==> src/design/shsr_params.svh <==
/*
 * Constants for the serial host port pin control block.
 * Assumes inclusion by the package and the design modules only.
 */
`ifndef SHSR_PARAMS_SVH
`define SHSR_PARAMS_SVH
`define SHSR_SYNC_STAGES 2
`define SHSR_ADDR_WIDTH 7
`define SHSR_ADDR_LOWER_BIT 0
`define SHSR_ADDR_UPPER_BIT 2
`define SHSR_REQ_MODE_OFF 2'h0
`endif

==> src/design/shsr_pkg.sv <==
/*
 * Types of the serial host port pin control block.
 * Assumes the params header is on the include path.
 */
`include "shsr_params.svh"
package shsr_pkg;
    typedef enum logic [1:0] {
        shsr_idle,
        shsr_wait_req,
        shsr_busy,
        shsr_wait_release
    } shsr_state_type;

    typedef struct packed {
        shsr_state_type state;
        logic           req_out;
        logic           bus_error;
        logic           word_start;
        logic           sck_last;
        logic           miso_bit;
        logic           miso_oe_n;
        logic           req_oe_n;
        logic           miso_sample;
    } shsr_regs_type;
endpackage

==> src/design/shsr_sync.sv <==
/*
 * Two-stage synchroniser for one level from outside the clock domain.
 * Assumes the input may change at any time relative to clk_sys.
 */
`timescale 1ns/1ps
`default_nettype none
module shsr_sync #(
    parameter logic RESET_VALUE = 1'b1
) (
    input  wire logic clk_sys,
    input  wire logic reset,
    input  wire logic async_in,
    output var  logic sync_out
);
    logic first_stage;

    // First stage feeds only the second one
    always_ff @(posedge clk_sys or posedge reset) begin
        if (reset) begin
            first_stage <= RESET_VALUE;
            sync_out    <= RESET_VALUE;
        end else begin
            first_stage <= async_in;
            sync_out    <= first_stage;
        end
    end
endmodule // shsr_sync
`default_nettype wire

==> src/design/shsr_pin_ctrl.sv <==
/*
 * Pin control of the serial host port: slave select, address straps,
 * host request handshake and MISO direction.
 * Assumes a shift engine on clk_sys that reports word progress, and
 * pins resolved outside from the output enables (low = driving).
 */
`timescale 1ns/1ps
`default_nettype none
`include "shsr_params.svh"
module shsr_pin_ctrl
    import shsr_pkg::*;
(
    input  wire logic        clk_sys,
    input  wire logic        reset,
    input  wire logic        soft_reset,
    input  wire logic        port_reset,
    input  wire logic        mode_i2c,
    input  wire logic        mode_master,
    input  wire logic [1:0]  request_mode_field,
    input  wire logic        bus_error_clear,
    input  wire logic        engine_ready,
    input  wire logic        engine_word_done,
    input  wire logic        engine_miso_bit,
    input  wire logic [4:0]  own_addr_base,
    input  wire logic        slave_select_n,
    input  wire logic        sck_pin,
    input  wire logic        i2c_addr_strap_upper,
    input  wire logic        i2c_addr_strap_lower,
    input  wire logic        host_request_n_in,
    output logic             host_request_n_out,
    output logic             host_request_n_oe_n,
    input  wire logic        miso_in,
    output logic             miso_out,
    output logic             miso_oe_n,
    output logic             slave_selected,
    output logic             sck_rise,
    output logic             master_word_start,
    output logic             master_miso_sample,
    output logic [6:0]       own_slave_addr,
    output logic             bus_error
);
    shsr_regs_type r;
    shsr_regs_type next_r;
    logic ss_n_sync;
    logic sck_sync;
    logic req_n_sync;
    logic miso_sync;
    logic any_reset;
    logic spi_slave;
    logic sck_edge;
    logic strap_upper_sync;
    logic strap_lower_sync;

    // Pin inputs pass two flops before any logic reads them
    shsr_sync #(.RESET_VALUE(1'b1)) u_sync_ss (
        .clk_sys (clk_sys),
        .reset   (reset),
        .async_in(slave_select_n),
        .sync_out(ss_n_sync)
    );
    shsr_sync #(.RESET_VALUE(1'b1)) u_sync_req (
        .clk_sys (clk_sys),
        .reset   (reset),
        .async_in(host_request_n_in),
        .sync_out(req_n_sync)
    );
    shsr_sync #(.RESET_VALUE(1'b0)) u_sync_sck (
        .clk_sys (clk_sys),
        .reset   (reset),
        .async_in(sck_pin),
        .sync_out(sck_sync)
    );
    shsr_sync #(.RESET_VALUE(1'b0)) u_sync_miso (
        .clk_sys (clk_sys),
        .reset   (reset),
        .async_in(miso_in),
        .sync_out(miso_sync)
    );
    shsr_sync #(.RESET_VALUE(1'b0)) u_sync_strap_upper (
        .clk_sys (clk_sys),
        .reset   (reset),
        .async_in(i2c_addr_strap_upper),
        .sync_out(strap_upper_sync)
    );
    shsr_sync #(.RESET_VALUE(1'b0)) u_sync_strap_lower (
        .clk_sys (clk_sys),
        .reset   (reset),
        .async_in(i2c_addr_strap_lower),
        .sync_out(strap_lower_sync)
    );

    assign any_reset = soft_reset | port_reset;
    assign spi_slave = !mode_i2c && !mode_master;
    assign sck_edge  = sck_sync && !r.sck_last;

    always_comb begin
        next_r = r;
        next_r.sck_last    = sck_sync;
        next_r.word_start  = 1'b0;
        next_r.miso_sample = miso_sync;
        // Software clear loses to a new error in the same cycle
        if (bus_error_clear) begin
            next_r.bus_error = 1'b0;
        end
        if (!mode_i2c && mode_master && !ss_n_sync) begin
            next_r.bus_error = 1'b1;
        end
        case (r.state)
            shsr_idle: begin
                next_r.req_out = 1'b0;
                if (!mode_master && engine_ready) begin
                    next_r.req_out = 1'b1;
                    next_r.state   = shsr_busy;
                end else if (mode_master) begin
                    next_r.state = shsr_wait_req;
                end
            end
            shsr_busy: begin
                // Slave: hold request until first clock of the word
                if (mode_master) begin
                    // Master parks here until the request is released
                    next_r.req_out = 1'b0;
                    if (req_n_sync) begin
                        next_r.state = shsr_idle;
                    end
                end else if (spi_slave && !ss_n_sync && sck_edge) begin
                    next_r.req_out = 1'b0;
                    next_r.state   = shsr_wait_release;
                end else if (mode_i2c && sck_edge) begin
                    next_r.req_out = 1'b0;
                    next_r.state   = shsr_wait_release;
                end
            end
            shsr_wait_req: begin
                if (!mode_master) begin
                    next_r.state = shsr_idle;
                end else if (!req_n_sync) begin
                    next_r.word_start = 1'b1;
                    next_r.state      = shsr_wait_release;
                end
            end
            shsr_wait_release: begin
                // Master also needs request released before next word
                if (engine_word_done) begin
                    if (mode_master && !req_n_sync) begin
                        next_r.state = shsr_busy;
                    end else begin
                        next_r.state = shsr_idle;
                    end
                end
            end
            default: begin
                next_r.state = shsr_idle;
            end
        endcase
        if (mode_master && r.state == shsr_idle && !req_n_sync) begin
            next_r.state = shsr_wait_req;
        end
        next_r.req_oe_n = !(!mode_master &&
            request_mode_field != `SHSR_REQ_MODE_OFF);
        next_r.miso_oe_n = !(spi_slave && !ss_n_sync);
        next_r.miso_bit  = engine_miso_bit;
        if (any_reset) begin
            next_r.state     = shsr_idle;
            next_r.req_out   = 1'b0;
            next_r.req_oe_n  = 1'b1;
            next_r.miso_oe_n = 1'b1;
            next_r.word_start = 1'b0;
        end
    end

    always_ff @(posedge clk_sys or posedge reset) begin
        if (reset) begin
            r <= '{state: shsr_idle, req_out: 1'b0, bus_error: 1'b0,
                   word_start: 1'b0, sck_last: 1'b0, miso_bit: 1'b0,
                   miso_oe_n: 1'b1, req_oe_n: 1'b1,
                   miso_sample: 1'b0};
        end else begin
            r <= next_r;
        end
    end

    // Request only drives while enabled; in master role it is an input
    assign host_request_n_out  = !r.req_out;
    assign host_request_n_oe_n = r.req_oe_n || reset;
    assign miso_out            = r.miso_bit;
    assign miso_oe_n           = r.miso_oe_n || reset;
    assign slave_selected      = spi_slave && !ss_n_sync;
    // Clock edges are ignored while deselected in SPI slave mode only
    assign sck_rise = sck_edge && (mode_i2c || mode_master ||
                                   !ss_n_sync);
    assign master_word_start  = r.word_start;
    assign master_miso_sample = r.miso_sample;
    assign bus_error          = r.bus_error;

    // Straps are plain inputs, never driven; only I2C slave reads them
    always_comb begin
        own_slave_addr = {own_addr_base, 2'h0};
        if (mode_i2c && !mode_master && !reset && !any_reset) begin
            own_slave_addr[`SHSR_ADDR_UPPER_BIT] =
                strap_upper_sync;
            own_slave_addr[`SHSR_ADDR_LOWER_BIT] =
                strap_lower_sync;
        end else begin
            own_slave_addr[`SHSR_ADDR_UPPER_BIT] = 1'b0;
            own_slave_addr[`SHSR_ADDR_LOWER_BIT] = 1'b0;
        end
    end
endmodule // shsr_pin_ctrl
`default_nettype wire

==> config.mk <==
export PLATFORM = sky130hd
export DESIGN_NAME = shsr_pin_ctrl
export DESIGN_NICKNAME = d
export VERILOG_FILES = /design/src/design/shsr_pkg.sv /design/src/design/shsr_sync.sv /design/src/design/shsr_pin_ctrl.sv
export VERILOG_INCLUDE_DIRS = /design/src /design/src/design
export SDC_FILE = /design/constraint.sdc
export NUM_CORES = 1
export LEC_CHECK = 0
export ABC_CLOCK_PERIOD_IN_PS = 1800
export CORE_MARGIN = 3
export CORE_UTILIZATION = 53
export CTS_BUF_LIST = sky130_fd_sc_hd__clkbuf_8 sky130_fd_sc_hd__clkbuf_16
export DETAILED_ROUTE_END_ITERATION = 16
export DONT_BUFFER_PORTS = 1
export GPL_TIMING_DRIVEN = 0
export PLACE_DENSITY_LB_ADDON = 0.12
export SKIP_CTS_REPAIR_TIMING = 1
export SLEW_MARGIN = 10
export SYNTH_ARGS = -nofsm -noshare
export SYNTH_HDL_FRONTEND = slang
export SYNTH_SLANG_ARGS = --single-unit
export TNS_END_PERCENT = 100
==> constraint.sdc <==
create_clock -name clk_sys -period 1.8 [get_ports clk_sys]
set_input_delay 0.18 -clock clk_sys [delete_from_list [all_inputs] [get_ports clk_sys]]
set_output_delay 0.18 -clock clk_sys [all_outputs]
set_load 0.01 [all_outputs]
==> flow_metrics.tcl <==
set metrics [dict create \
    drt_iter0_drc 6 \
    first_pass_iters 4 \
    maxSlewHeadroom_pct 49.6 \
    run_status "finished, violations left" \
    syn_area_um2 923 \
    htree_levels 1 \
    final_nets 112 \
    end_kind "output pin" \
    tns_ps 0 \
    multi_input_area_um2 264 \
    core.rowCount 14 \
    leakage_nw 0.462 \
    critPathMaxFanout 2 \
    regArea_um2 558 \
    fillers 127 \
    violations "hold timing" \
    hold_ws_ps -65.7 \
    vias 573 \
    slew_violations 0 \
    grt_busiest_layer "met2" \
    synth_top_family_by_area "simple AND/OR/NAND/NOR gates" \
    initial_core_util_pct 58.6 \
    grt_first_pass_wirelength_um 2100 \
    grt_util_met2_pct 21.9 \
    vdd_drop_max_mv 0.678 \
    rr_worst_depth 3 \
    synth.distinct_cells 28 \
    cts_sinks 22 \
    worstSetupStartpointType "flip-flop" \
    worst_ep_required_time_ps 1620 \
    clk_latency_ps 260 \
    synth_largest_area_cell "dfrtp_1" \
    r2r_end "r[9]$_DFFE_PP0P_" \
    hp-class "input port to async pin" \
    startpoint "r[4]$_DFF_PP0_" \
    drive_above_1_share_pct 30.7 \
    antenna_cells 0 \
    power_density_nw_per_um2 901 \
    hpwl_um 1080 \
    core_area_um2 1580 \
    fin_util_pct 69.0 \
    avgSynthCellArea_um2 12.3 \
    area.growth.synth_to_final_pct 17.9 \
    port_buffers 0 \
    hold_viol 17 \
    final.min_clock_period_ps 1280 \
    clkTransAtPathRegs_ps 70 \
    crit_type "flip-flop to output pin" \
    clockBufferDepth 2 \
    clock_tree.root_cell "clkbuf_8" \
    reg2reg_from "u_sync_req.sync_out$_DFF_PP1_" \
    syn_inst 75 \
    grt_overflow 0 \
    use_met1_pct 16.2 \
    synth_compound_area_share_pct 10.7 \
    ys_seq_elements 22 \
    synth_fa_ha_area_share_pct 0 \
    cts_tree "done" \
    wire_per_inst_um 16.2 \
    reg2reg_slack_ps 550 \
    placed_cell_area_um2 943 \
    gp_congestion 0.690 \
    rsz0062_at_grt "no" \
    antenna_left 0 \
    grt_max_degree 23 \
    muxShareOfSynthArea_pct 0 \
    p_total_mw 0.981 \
    fin_area_um2 1090 \
    yosys.area_share.simple_pct 17.5 \
    grt_pass1_vias 489 \
    die_w_um 47.7 \
    ys_seq_area_share_pct 60.4 \
    dieHeight_um 47.7 \
    fin_skew_ps 1.06 \
    yosysTopAreaCellShare_pct 43.4 \
    cp.arrival_ps 1100 \
    met3_usage_pct 5.64 \
    cts_made_buffers 3 \
    ios 39 \
    drc_errors 0 \
    yosys_warnings 0 \
    avgViaCountPerCell 5.51 \
    antenna_found_initial 0 \
    cap_violations 0 \
    setup_viol 0 \
    worst_pin_slew_ps 755 \
    die_area_um2 2280 \
    syn_nets 98 \
    synthTopCellsByArea "dfrtp_1 43%, dfstp_2 17%, buf_4 4.9%" \
    max_freq_mhz 781 \
    grtUsageTotal_pct 14.4 \
    drt_wl_total_um 1680 \
    finalCritPeriodShare_pct 71.2 \
    synth_xor_area_share_pct 0 \
]
-- how the worst max path moves through the flow --
stage	to	cells past startpoint
global route	sck_rise	2
floorplan	r[9]$_DFFE_PP0P_	3
global placement	r[8]$_DFFE_PP0P_	4
finish	sck_rise	2
CTS	slave_selected	1
detailed placement	r[9]$_DFFE_PP0P_	3
-- report_power, final --
group | switching (mW) | internal (mW) | total (mW)
clock | 0.150 | 0.195 | 0.345
combinational | 0.0535 | 0.0492 | 0.103
sequential | 0.0112 | 0.522 | 0.533
-- cell type report --
class / count / area share [%]
plain buffers: 9 / 7.24
clock buffers: 4 / 5.06
flip-flops and latches: 22 / 51.3
repair buffers: 9 / 8.28
multi-input cells: 38 / 24.3
inverters: 6 / 2.07
well taps: 16 / 1.84
-- synth_stat cells --
cell,number
o31ai_1,1
o211ai_2,1
buf_6,3
nor4b_2,1
o211ai_1,1
nor4_1,1
nand2b_1,2
nor4b_4,1
inv_1,6
and4bb_2,1
nor2b_1,1
or2_1,1
a211oi_2,1
and2_1,2
o32ai_1,1
a31oi_1,1
nand2_1,3
o21ai_0,2
nor3_1,4
or2_2,2
nor2_1,6
a221oi_1,1
dfstp_2,6
dfrtp_1,16
buf_4,6
a21oi_1,2
conb_1,1
a2111oi_2,1
-- kinds of logic after synthesis --
family	Yosys count
AOI/OAI and AO/OA	12
buffers and inverters	15
DFF	22
other	1
and+or+nand+nor	25
-- critical path, cell delays in order (launching register included) --
cell and delay, ps:
dfrtp_1 370, nand2b_1 180, a21oi_1 280
-- placed cells by master, fill, tap and decap left out, types with 3 or more instances in the layout --
cell | Yosys | layout
dfrtp_1 | 16 | 16
dlygate4sd3_1 | 0 | 9
nor2_1 | 6 | 6
inv_1 | 6 | 6
buf_4 | 6 | 6
dfstp_2 | 6 | 6
nor3_1 | 4 | 4
clkbuf_8 | 0 | 4
buf_6 | 3 | 3
nand2_1 | 3 | 3
-- through the flow --
step	hold WS, ps	std cells	setup slack (ps)
2_1_floorplan	165	75	652
3_3_place_gp	185	91	634
3_5_place_dp	185	91	558
4_1_cts	-99.9	95	533
5_1_grt	-12.7	104	469
6_report	-65.7	104	519
-- routing by layer --
metal  up-vias  part of all wire, %  routed length (um)
met3         4                  8.7                 146
met4         0                  1.3                  22
met2        32                   54                 907
met1       269                   36                 607
met5         -                    0                   0
li1        268                    -                   -
-- flip-flops by register name, indices dropped and copies added, names as in the netlist --
register / cells
u_sync_miso.sync_out: 1
u_sync_strap_lower.first_stage: 1
u_sync_ss.first_stage: 1
r: 6
u_sync_strap_upper.sync_out: 1
master_word_start: 1
u_sync_strap_upper.first_stage: 1
u_sync_sck.sync_out: 1
u_sync_ss.sync_out: 1
miso_out: 1
u_sync_req.sync_out: 1
master_miso_sample: 1
u_sync_sck.first_stage: 1
bus_error: 1
u_sync_strap_lower.sync_out: 1
u_sync_miso.first_stage: 1
u_sync_req.first_stage: 1
No activity file was read; power rests on OpenSTA's default activity.
